## config.mk

```make
export PLATFORM = sky130hd
export DESIGN_NAME = ram_config_and_aux_compare_exec
export DESIGN_NICKNAME = d
export VERILOG_FILES = /design/src/rtl/ram_cfg_pkg.sv /design/src/rtl/aux_compare_unit.sv /design/src/rtl/hw_call_stack.sv /design/src/rtl/ram_config_and_aux_compare_exec.sv
export VERILOG_INCLUDE_DIRS = /design/src /design/src/rtl
export SDC_FILE = /design/constraint.sdc
export NUM_CORES = 1
export LEC_CHECK = 0
export BUFFER_PORTS_ARGS = -buffer_cell sky130_fd_sc_hd__buf_2
export CORE_MARGIN = 8
export CORE_UTILIZATION = 60
export CTS_BUF_LIST = sky130_fd_sc_hd__clkbuf_4
export CTS_CLUSTER_SIZE = 10
export DETAILED_ROUTE_END_ITERATION = 8
export GPL_TIMING_DRIVEN = 0
export PLACE_DENSITY = 0.9
export SYNTH_ARGS = -nofsm -noshare
export SYNTH_HDL_FRONTEND = slang
export SYNTH_SLANG_ARGS = --single-unit
export TNS_END_PERCENT = 5
```

## constraint.sdc

```tcl
create_clock -name ref_clk -period 7.9 [get_ports ref_clk]
set_clock_uncertainty 0.05 [all_clocks]
set_input_delay 0.395 -clock ref_clk [delete_from_list [all_inputs] [get_ports ref_clk]]
set_output_delay 0.395 -clock ref_clk [all_outputs]
set_load 0.02 [all_outputs]
```

## src/rtl/ram_cfg_defines.svh

```systemverilog
`ifndef RAM_CFG_DEFINES_SVH
`define RAM_CFG_DEFINES_SVH

// opcodes of the handled instructions
`define OPC_RAM_TO_DATA 16'hCE04
`define OPC_RAM_TO_PROG 16'hCE05
`define OPC_CALL_ACC 16'hCE24
`define OPC_ACC_INVERT 16'hCE27
`define OPC_MAP_BASE 16'hCE3C
`define OPC_COMPARE_BASE 16'hCE50
`define OPC_FIELD_MASK 16'hFFFC

// register offsets (byte addresses)
`define REG_STATUS 8'h00
`define REG_ACC_LO 8'h04
`define REG_PC 8'h08
`define REG_STACK_TOP 8'h0C
`define REG_ACC_HI 8'h10
`define REG_AUX_BASE 8'h20

// status word field positions
`define STAT_CFG_BIT 0
`define STAT_MAP_LO 1
`define STAT_MAP_HI 2
`define STAT_TEST_FLAG 3
`define STAT_AUX_PTR_LSB 4
`define STAT_AUX_PTR_MSB 6
`define STAT_BLOCKS_LSB 8
`define STAT_BLOCKS_MSB 11

// program-space block patterns, bit i set = block i in program space
`define BLOCKS_MAP_00 4'h0
`define BLOCKS_MAP_01 4'h1
`define BLOCKS_MAP_10 4'h3
`define BLOCKS_MAP_11 4'hB

// reset values and counts
`define PC_RESET 16'h0000
`define STACK_DEPTH 8
`define FETCH_HOLD 2'h2
`define CALL_CYCLES 2

`endif

```

## src/rtl/ram_cfg_pkg.sv

```systemverilog
package ram_cfg_pkg;

	typedef enum logic [1:0] {ST_IDLE, ST_WAIT, ST_EXEC, ST_SETTLE} exec_state_t;

	typedef enum logic [2:0] {
		OP_NONE, OP_DATA_MAP, OP_PROG_MAP, OP_MAP_SEL, OP_COMPARE, OP_INVERT, OP_CALL_ACC
	} exec_op_t;

endpackage

```

## src/rtl/aux_compare_unit.sv

```systemverilog
`timescale 1ns/1ns
`default_nettype none

module aux_compare_unit (
	input wire logic [15:0] lhs,
	input wire logic [15:0] rhs,
	input wire logic [1:0] mode,
	output var logic result
);

	// both operands are unsigned
	always_comb begin
		unique case (mode)
			2'h0: result = (lhs == rhs);
			2'h1: result = (lhs < rhs);
			2'h2: result = (lhs > rhs);
			2'h3: result = (lhs != rhs);
		endcase
	end

endmodule

`default_nettype wire

```

## src/rtl/hw_call_stack.sv

```systemverilog
`timescale 1ns/1ns
`default_nettype none
`include "ram_cfg_defines.svh"

module hw_call_stack (
	input wire logic ref_clk,
	input wire logic rst_n,
	input wire logic push,
	input wire logic [15:0] pushValue,
	output logic [15:0] stackTop
);

	logic [15:0] level_reg [`STACK_DEPTH];
	logic [15:0] level_next [`STACK_DEPTH];

	// a push shifts every level down; the deepest entry falls off
	always_comb begin
		level_next[0] = push ? pushValue : level_reg[0];
	end

	genvar i;
	generate
		for (i = 1; i < `STACK_DEPTH; i++) begin : g_level
			always_comb begin
				level_next[i] = push ? level_reg[i-1] : level_reg[i];
			end
		end
	endgenerate

	always_ff @(posedge ref_clk or negedge rst_n) begin
		if (!rst_n) begin
			for (int k = 0; k < `STACK_DEPTH; k++) begin
				level_reg[k] <= 16'h0000;
			end
		end else begin
			for (int k = 0; k < `STACK_DEPTH; k++) begin
				level_reg[k] <= level_next[k];
			end
		end
	end

	assign stackTop = level_reg[0];
endmodule

`default_nettype wire

```

## src/rtl/ram_config_and_aux_compare_exec.sv

```systemverilog
// How it works
// - map instruction copies field into map-select bits
// - data-space map clears the RAM-config bit
// - unsigned aux compare against aux zero sets flag
// - one cycle (two for the accumulator call), plus waits, n when repeated
// - accumulator call pushes PC+1, loads ACC low
//
// Added by the designer: strobed register access and the address map.
`timescale 1ns/1ns
`default_nettype none
`include "ram_cfg_defines.svh"

module ram_config_and_aux_compare_exec
	import ram_cfg_pkg::*;
(
	input wire logic ref_clk,
	input wire logic rst_n,
	input wire logic instrValid,
	input wire logic [15:0] instrWord,
	input wire logic fromExternal,
	input wire logic [3:0] waitStates,
	input wire logic [7:0] repeatCount,
	input wire logic [7:0] busAddr,
	input wire logic [31:0] busWrData,
	input wire logic busWr,
	input wire logic busRd,
	output logic [31:0] busRdData,
	output logic instrReady,
	output logic instrDone,
	output logic ramBlockConfigBit,
	output logic ramMapSelectLow,
	output logic ramMapSelectHigh,
	output logic [3:0] programBlocks,
	output logic fetchRamConfig,
	output logic testControlFlag
);

	function automatic exec_op_t decodeOp(input logic [15:0] word);
		if (word == `OPC_RAM_TO_DATA) return OP_DATA_MAP;
		if (word == `OPC_RAM_TO_PROG) return OP_PROG_MAP;
		if (word == `OPC_CALL_ACC) return OP_CALL_ACC;
		if (word == `OPC_ACC_INVERT) return OP_INVERT;
		if ((word & `OPC_FIELD_MASK) == `OPC_MAP_BASE) return OP_MAP_SEL;
		if ((word & `OPC_FIELD_MASK) == `OPC_COMPARE_BASE) return OP_COMPARE;
		return OP_NONE;
	endfunction

	function automatic logic [3:0] blockMap(input logic [1:0] sel);
		unique case (sel)
			2'h0: return `BLOCKS_MAP_00;
			2'h1: return `BLOCKS_MAP_01;
			2'h2: return `BLOCKS_MAP_10;
			2'h3: return `BLOCKS_MAP_11;
		endcase
	endfunction

	function automatic logic isAuxAddr(input logic [7:0] addr);
		return addr[7:5] == 3'(`REG_AUX_BASE >> 5) && addr[1:0] == 2'h0;
	endfunction

	// control group
	exec_state_t state_reg, state_next;
	exec_op_t op_reg, op_next;
	logic [1:0] field_reg, field_next;
	logic [3:0] waitCnt_reg, waitCnt_next;
	logic [7:0] repCnt_reg, repCnt_next;
	logic ready_reg, ready_next;
	logic done_reg, done_next;

	// architectural group
	logic cfgBit_reg, cfgBit_next;
	logic [1:0] mapSel_reg, mapSel_next;
	logic [3:0] blocks_reg, blocks_next;
	logic testFlag_reg, testFlag_next;
	logic [2:0] auxPointer_reg, auxPointer_next;
	logic [15:0] aux_reg [8];
	logic [15:0] aux_next [8];
	logic [31:0] acc_reg, acc_next;
	logic [15:0] pc_reg, pc_next;
	logic fetchCfg_reg, fetchCfg_next;
	logic pendCfg_reg, pendCfg_next;
	logic [1:0] hold_reg, hold_next;

	// bus group
	logic [31:0] rdData_reg, rdData_next;

	logic accept;
	logic execNow;
	logic lastExec;
	logic compareTrue;
	logic [15:0] stackTop;
	logic push;

	assign accept = instrValid && ready_reg;
	assign execNow = state_reg == ST_EXEC;
	assign lastExec = execNow && repCnt_reg == 8'h01;
	assign push = execNow && op_reg == OP_CALL_ACC;

	aux_compare_unit u_compare (
		.lhs(aux_reg[auxPointer_reg]),
		.rhs(aux_reg[0]),
		.mode(field_reg),
		.result(compareTrue)
	);

	hw_call_stack u_stack (
		.ref_clk(ref_clk),
		.rst_n(rst_n),
		.push(push),
		.pushValue(pc_reg + 16'h0001),
		.stackTop(stackTop)
	);

	always_comb begin
		state_next = state_reg;
		op_next = op_reg;
		field_next = field_reg;
		waitCnt_next = waitCnt_reg;
		repCnt_next = repCnt_reg;
		ready_next = ready_reg;
		done_next = 1'b0;
		unique case (state_reg)
			ST_IDLE: begin
				if (accept) begin
					op_next = decodeOp(instrWord);
					field_next = instrWord[1:0];
					// the call cannot repeat; zero count means a single pass
					if (decodeOp(instrWord) == OP_CALL_ACC || repeatCount == 8'h00) begin
						repCnt_next = 8'h01;
					end else begin
						repCnt_next = repeatCount;
					end
					waitCnt_next = fromExternal ? waitStates : 4'h0;
					ready_next = 1'b0;
					state_next = (fromExternal && waitStates != 4'h0) ? ST_WAIT : ST_EXEC;
				end
			end
			ST_WAIT: begin
				waitCnt_next = waitCnt_reg - 4'h1;
				if (waitCnt_reg == 4'h1) begin
					state_next = ST_EXEC;
				end
			end
			ST_EXEC: begin
				repCnt_next = repCnt_reg - 8'h01;
				if (repCnt_reg == 8'h01) begin
					if (op_reg == OP_CALL_ACC) begin
						state_next = ST_SETTLE;
					end else begin
						state_next = ST_IDLE;
						ready_next = 1'b1;
						done_next = 1'b1;
					end
				end
			end
			ST_SETTLE: begin
				state_next = ST_IDLE;
				ready_next = 1'b1;
				done_next = 1'b1;
			end
		endcase
	end

	always_ff @(posedge ref_clk or negedge rst_n) begin
		if (!rst_n) begin
			state_reg <= ST_IDLE;
			op_reg <= OP_NONE;
			field_reg <= 2'h0;
			waitCnt_reg <= 4'h0;
			repCnt_reg <= 8'h00;
			ready_reg <= 1'b1;
			done_reg <= 1'b0;
		end else begin
			state_reg <= state_next;
			op_reg <= op_next;
			field_reg <= field_next;
			waitCnt_reg <= waitCnt_next;
			repCnt_reg <= repCnt_next;
			ready_reg <= ready_next;
			done_reg <= done_next;
		end
	end

	// bus writes first, instruction effects override in the same cycle
	always_comb begin
		cfgBit_next = cfgBit_reg;
		mapSel_next = mapSel_reg;
		testFlag_next = testFlag_reg;
		auxPointer_next = auxPointer_reg;
		acc_next = acc_reg;
		pc_next = pc_reg;
		pendCfg_next = pendCfg_reg;
		hold_next = hold_reg;
		fetchCfg_next = fetchCfg_reg;
		for (int k = 0; k < 8; k++) begin
			aux_next[k] = aux_reg[k];
		end
		if (busWr) begin
			if (busAddr == `REG_STATUS) begin
				auxPointer_next = busWrData[`STAT_AUX_PTR_MSB:`STAT_AUX_PTR_LSB];
			end
			if (busAddr == `REG_ACC_LO) begin
				acc_next[15:0] = busWrData[15:0];
			end
			if (busAddr == `REG_ACC_HI) begin
				acc_next[31:16] = busWrData[15:0];
			end
			if (busAddr == `REG_PC) begin
				pc_next = busWrData[15:0];
			end
			if (isAuxAddr(busAddr)) begin
				aux_next[busAddr[4:2]] = busWrData[15:0];
			end
		end
		// the first two fetches after a config change still see the old value
		if (accept && hold_reg != 2'h0) begin
			hold_next = hold_reg - 2'h1;
			if (hold_reg == 2'h1) begin
				fetchCfg_next = pendCfg_reg;
			end
		end
		if (execNow) begin
			unique case (op_reg)
				OP_DATA_MAP: cfgBit_next = 1'b0;
				OP_PROG_MAP: cfgBit_next = 1'b1;
				OP_MAP_SEL: mapSel_next = field_reg;
				OP_COMPARE: testFlag_next = compareTrue;
				OP_INVERT: acc_next = ~acc_reg;
				OP_CALL_ACC, OP_NONE: begin
				end
			endcase
			if (op_reg == OP_DATA_MAP || op_reg == OP_PROG_MAP) begin
				pendCfg_next = op_reg == OP_PROG_MAP;
				hold_next = `FETCH_HOLD;
			end
		end
		if (lastExec) begin
			pc_next = op_reg == OP_CALL_ACC ? acc_reg[15:0] : pc_reg + 16'h0001;
		end
		blocks_next = blockMap(mapSel_next);
	end

	always_ff @(posedge ref_clk or negedge rst_n) begin
		if (!rst_n) begin
			cfgBit_reg <= 1'b0;
			mapSel_reg <= 2'h0;
			blocks_reg <= `BLOCKS_MAP_00;
			testFlag_reg <= 1'b0;
			auxPointer_reg <= 3'h0;
			acc_reg <= 32'h0000_0000;
			pc_reg <= `PC_RESET;
			fetchCfg_reg <= 1'b0;
			pendCfg_reg <= 1'b0;
			hold_reg <= 2'h0;
			for (int k = 0; k < 8; k++) begin
				aux_reg[k] <= 16'h0000;
			end
		end else begin
			cfgBit_reg <= cfgBit_next;
			mapSel_reg <= mapSel_next;
			blocks_reg <= blocks_next;
			testFlag_reg <= testFlag_next;
			auxPointer_reg <= auxPointer_next;
			acc_reg <= acc_next;
			pc_reg <= pc_next;
			fetchCfg_reg <= fetchCfg_next;
			pendCfg_reg <= pendCfg_next;
			hold_reg <= hold_next;
			for (int k = 0; k < 8; k++) begin
				aux_reg[k] <= aux_next[k];
			end
		end
	end

	// read data stands only in the cycle after the strobe
	always_comb begin
		rdData_next = 32'h0000_0000;
		if (busRd) begin
			if (busAddr == `REG_STATUS) begin
				rdData_next[`STAT_CFG_BIT] = cfgBit_reg;
				rdData_next[`STAT_MAP_LO] = mapSel_reg[0];
				rdData_next[`STAT_MAP_HI] = mapSel_reg[1];
				rdData_next[`STAT_TEST_FLAG] = testFlag_reg;
				rdData_next[`STAT_AUX_PTR_MSB:`STAT_AUX_PTR_LSB] = auxPointer_reg;
				rdData_next[`STAT_BLOCKS_MSB:`STAT_BLOCKS_LSB] = blocks_reg;
			end
			if (busAddr == `REG_ACC_LO) begin
				rdData_next[15:0] = acc_reg[15:0];
			end
			if (busAddr == `REG_ACC_HI) begin
				rdData_next[15:0] = acc_reg[31:16];
			end
			if (busAddr == `REG_PC) begin
				rdData_next[15:0] = pc_reg;
			end
			if (busAddr == `REG_STACK_TOP) begin
				rdData_next[15:0] = stackTop;
			end
			if (isAuxAddr(busAddr)) begin
				rdData_next[15:0] = aux_reg[busAddr[4:2]];
			end
		end
	end

	always_ff @(posedge ref_clk or negedge rst_n) begin
		if (!rst_n) begin
			rdData_reg <= 32'h0000_0000;
		end else begin
			rdData_reg <= rdData_next;
		end
	end

	assign busRdData = rdData_reg;
	assign instrReady = ready_reg;
	assign instrDone = done_reg;
	assign ramBlockConfigBit = cfgBit_reg;
	assign ramMapSelectLow = mapSel_reg[0];
	assign ramMapSelectHigh = mapSel_reg[1];
	assign programBlocks = blocks_reg;
	assign fetchRamConfig = fetchCfg_reg;
	assign testControlFlag = testFlag_reg;
endmodule

`default_nettype wire

```

After elaboration in Yosys (flattened, before gate mapping)
Cells that the tools add are included.
{"block": "word_totals", "rom_bits": 0, "mem_count": 0, "latch_bits": 0, "ram_bits": 0, "reg_bits": 244, "out_inout_bits": 43, "wordCells": 215, "inputBits": 74}
{"block": "classes", "reduce_logical": 35, "multipliers": 0, "bitwise_logic": 3, "n_shift": 0, "n_lt_le_gt_ge": 5, "add_sub_neg": 4, "eq_ne": 36, "muxes": 105, "div": 0}
{"op": "$mux 16", "n": 17}
{"op": "$bwmux 128", "n": 1}
{"op": "$bmux 16 s3", "n": 2}
{"op": "$mux 32", "n": 3}
{"op": "$eq 16x16->1 const B", "n": 4}
{"op": "$mux 3", "n": 19}
{"op": "$demux 16 s3", "n": 1}
{"op": "$mux 1", "n": 38}
{"op": "$not 32->32", "n": 1}
{"op": "$eq 14x14->1 const B", "n": 2}
{"op": "$mux 2", "n": 10}
{"op": "$reduce_and 2->1", "n": 10}
{"op": "$add 16x1->16 const B", "n": 1}
{"op": "$eq 16x16->1", "n": 1}
{"op": "$eq 8x4->1 const B", "n": 2}
{"op": "$gt 16x16->1", "n": 1}
{"op": "$logic_not 8->1", "n": 2}
{"op": "$lt 16x16->1", "n": 1}
{"op": "$mux 8", "n": 2}
{"op": "$ne 16x16->1", "n": 1}
{"op": "$pmux 4 s4", "n": 1}
{"op": "$pmux 8 s2", "n": 1}
{"op": "$eq 2x2->1 const B", "n": 6}
{"op": "$eq 3x3->1 const B", "n": 4}
{"op": "30 further kinds", "n": 57}

Logic depth before layout (Yosys ltp)
{"block": "logic_depth", "ltp_word": 42, "mapped_depth": 10, "mapped_depth_nobuf": 8}

Modules after synthesis
A second synthesis with hierarchy kept.
{"block": "hier_totals", "hier_cells": 1176, "area_unflattened_um2": 13858.3}
{"mod": "ram_config_and_aux_compare_exec", "instances": 1, "cells_each": 1081, "area_each_um2": 12727.2, "seq_area_each_um2": 5631.7}
{"mod": "hw_call_stack", "instances": 1, "cells_each": 34, "area_each_um2": 649.4, "seq_area_each_um2": 400.4}
{"mod": "aux_compare_unit", "instances": 1, "cells_each": 61, "area_each_um2": 481.7, "seq_area_each_um2": 0.0}

Least setup slack after synthesis
Ideal clock, no wire load.
{"block": "synth_timing", "path_type": "flip-flop to flip-flop", "from": "register auxPointer_reg[0]", "to": "register testFlag_reg (netlist: testControlFlag)", "path_buffers": 2, "arrival_ps": 2956, "required_time_ps": 7764, "path_stages_with_launch": 11, "setup_time_ps": 86, "path_slack_ps": 4808, "cell_sequence": "dfrtp_1 -> clkbuf_1 -> buf_2 -> mux4_2 -> mux2_2 -> ha_1 -> nand4_1 -> nor4_1 -> mux2i_1 -> mux2i_1 -> nor3_1"}
{"block": "synth_between", "elab_chain_len": 6, "word_cells_on_any_way": 9, "cone_classes": "order compare: 2; eq/ne: 2; mux: 4; bitwise: 1"}
{"element": "start: declaration", "line_no": "ram_config_and_aux_compare_exec.sv:75", "text": "logic [2:0] auxPointer_reg, auxPointer_next;"}
{"element": "start signal: assignment", "line_no": "ram_config_and_aux_compare_exec.sv:263", "text": "auxPointer_reg <= auxPointer_next;"}
{"element": "$not 3->4 (implied by the code) *", "line_no": "ram_config_and_aux_compare_exec.sv:100", "text": ".lhs(aux_reg[auxPointer_reg]),"}
{"element": "$bmux 16 s3 *", "line_no": "ram_config_and_aux_compare_exec.sv:100"}
{"element": "$mux 16 (implied by the code) * (2 in a row)", "line_no": "ram_config_and_aux_compare_exec.sv:100"}
{"element": "$gt 16x16->1 (tied with other cells)", "line_no": "aux_compare_unit.sv:16", "text": "2'h2: result = (lhs > rhs);"}
{"element": "$pmux 1 s4 *", "line_no": "aux_compare_unit.sv:13", "text": "unique case (mode)"}
{"element": "end signal: assignment", "line_no": "ram_config_and_aux_compare_exec.sv:262", "text": "testFlag_reg <= testFlag_next;"}
{"element": "end: declaration", "line_no": "ram_config_and_aux_compare_exec.sv:74", "text": "logic testFlag_reg, testFlag_next;"}
Every way passes the cells marked *; elsewhere a longest branch is shown, timed or not. The select of a mux whose other input is x is not followed.
A chain may end at the register's enable or synchronous reset.

Final worst setup path
{"block": "layout_timing", "from": "register auxPointer_reg[1]", "to": "register testFlag_reg (netlist: testControlFlag)"}
The elaborated chain is that of the path after synthesis.

==> summary.txt <==
Max reg flops: 128
Final Cycle Share: 54.8%
Top post-synthesis cells by count: dfrtp_1, mux2_2, nand3_1
Synthesized area per cell: 12.0 sq um
H-tree Lvls: 3
CTS clk-pin slew, worst paths: 0.07 ns
Peak VDD IR: 127 uV
Clk_lat worst skew: 0.73 ns
Iter 0 DRT Violations: 1211
Average vias per placed instance: 6.65
Achievable Freq: 231 MHz
Leak: 7.56 nW
Vias in the first global route: 11.7k
TritonRoute pass-1 iters: 6
Min-Delay Path Class: input port to register
Grt ovf: 0
Routed len/inst: 24.0 um
Most frequent cell after synthesis: dfrtp_1
CTS tree: done
Setup CP Type: register to register
Critical path peak fanout: 10
Die area: 0.0279 sq mm
Filler Cells Inserted: 1487
Largest net degree at the start of global routing: 90
Sink Count: 242
Fin Setup TNS: 0 ns
Via count: 11.1k
GR Util All Layers: 28.9%
Fin crit period: 4.33 ns
Max transition margin: 27.7%
Area growth, synth to finish: 16.0%
Worst EP arrival: 4.91 ns
RSZ-0062 raised after global routing: no
P per Cell Area: 190 mW/mm^2
Final Hold Viols: 0
Endpoints failing setup: 0
Layout cells sized above 1: 33.9%
Worst Setup Start Kind: register
Die width: 167 um
Clock buffer depth: 3
Routed WL: 40100 um
# DRC: 0
Final Net Count: 1441
Effective utilization at floorplan: 60.8%
Yosys top cell by area: dfrtp_1
First-pass GRT wire length: 63500 um
Antenna violations before repair: 2
Port buffer count: 78
Worst-margin pin slew: 1.08 ns
I/O pin count: 117
# resized after CTS: 0
CP Capture Type: register
Outcome: complete, no violations
Cts hold-fix bufs: 35
Mapped cell area: 0.0137 sq mm
Max-slew violation count: 0
Maxcap violations: 0
Clock buffer count from CTS: 66
Final core occ: 70.6%
Core area: 0.0225 sq mm
Post-detail-place hpwl: 27300 um
Top-area cell type share of the netlist area: 44.0%
Ys async rst share: 100%
RePlAce Congestion: 0.957
Synth Warn #: 0
Register area share after synthesis: 44.2%
Core Rows: 55
Final antenna-violating net count: 0
Cells after Synth: 1145
FF+latch count, synth: 242
EDFF count, synth: 0
Main flop type after synthesis: dfrtp_1
Unique masters post-synth: 66
Die height: 167 um
WP data required: 8.48 ns
Buffers inserted by post-CTS timing repair: 0
Synth area leaders: dfrtp_1, mux4_2, mux2_2, mux2_4, mux2i_1
Clk root buf: clkbuf_4
[cell families after synthesis]
group           count (synthesis)  share of synthesized area (%)
compound gates                171                           8.17
xor+xnor                       22                           1.41
fa+ha+maj                      23                           2.10
buf+inv                       139                           4.77
flops                         242                           44.2
mux                           271                           28.4
other cells                     1                         0.0274
simple gates                  276                           10.9
[layer usage]
metal / GRT usage, % / vias to the layer above / share of wire, %
met1: 35.2 / 5453 / 37
li1: - / 4681 / -
met5: 0 / - / 0
met3: 8.30 / 220 / 11
met2: 45.0 / 784 / 46
met4: 18.0 / 0 / 6.4
[per-stage QoR]
step	hold WS, ns	power (mW)	setup WS (ns)	cell area (sq um)	cells
4_1_cts	0.00738	3.01	3.75	15900	1672
3_3_place_gp	0.409	1.66	2.19	14500	1524
5_1_grt	0.00667	3.11	3.54	15900	1674
6_report	0.0241	3.01	3.57	15900	1674
2_1_floorplan	0.0494	1.56	4.81	13800	1161
3_5_place_dp	0.329	1.68	3.81	14600	1526
[layout make-up]
type	instances	area [sq um]	area share (%)
well taps	285	357	2.25
inverters	28	105	0.662
diodes	2	5.00	0.0315
clock buffers	94	706	4.44
clock inverters	17	253	1.59
repair buffers	115	806	5.07
plain buffers	111	548	3.45
flip-flops and latches	242	6060	38.1
multi-input cells	780	7040	44.3
[worst max-delay path, stage by stage, from the launching register on]
cell and delay [ns]:
dfrtp_1 0.32, clkbuf_1 0.41, clkbuf_1 0.81, mux4_2 0.42, mux2_2 0.28, ha_1 0.37, nand4_1 0.32, nor4_1 0.71
mux2i_1 0.25, mux2i_1 0.09, nor3_1 0.20
[cell usage in the layout, fill, tap and decap left out, types with 14 or more instances in the layout]
cell,count
nand3_1,76
ha_1,23
a221oi_1,20
mux2_4,40
nor3_1,14
mux2_2,118
clkbuf_4,94
o211ai_1,36
clkbuf_1,57
conb_1,17
a21oi_1,35
o21ai_0,45
nor2_1,34
dlygate4sd3_1,35
buf_2,100
mux2i_1,44
nand2_1,66
inv_1,28
buf_4,19
dfrtp_1,241
mux4_2,66
[report_power, final]
part	internal (mW)	leakage, nW	switching, mW	total [mW]
clock network	0.775	0.550	0.554	1.33
registers	1.29	3.10	0.0473	1.34
logic	0.158	3.90	0.189	0.348
total	2.22	7.56	0.791	3.01
[worst paths after layout]
check                                                 from                              end  slack, ns  cells past startpoint
max in group asynchronous                            rst_n          aux_reg[26]$_DFFE_PN0P_       6.34                      4
min in group asynchronous                            rst_n       fetchRamConfig$_DFFE_PN0P_       0.19                      2
hold reg to reg            u_stack.stackTop[9]$_DFFE_PN0P_  u_stack.stackTop[9]$_DFFE_PN0P_       0.44                      2
setup reg to reg             auxPointer_reg[1]$_DFFE_PN0P_      testControlFlag$_DFFE_PN0P_       3.57                     10
hold / removal                               busWrData[15]           pc_reg[15]$_DFFE_PN0P_       0.02                      3
setup / recovery             auxPointer_reg[1]$_DFFE_PN0P_      testControlFlag$_DFFE_PN0P_       3.57                     10
(Power assumes the default switching activity.)
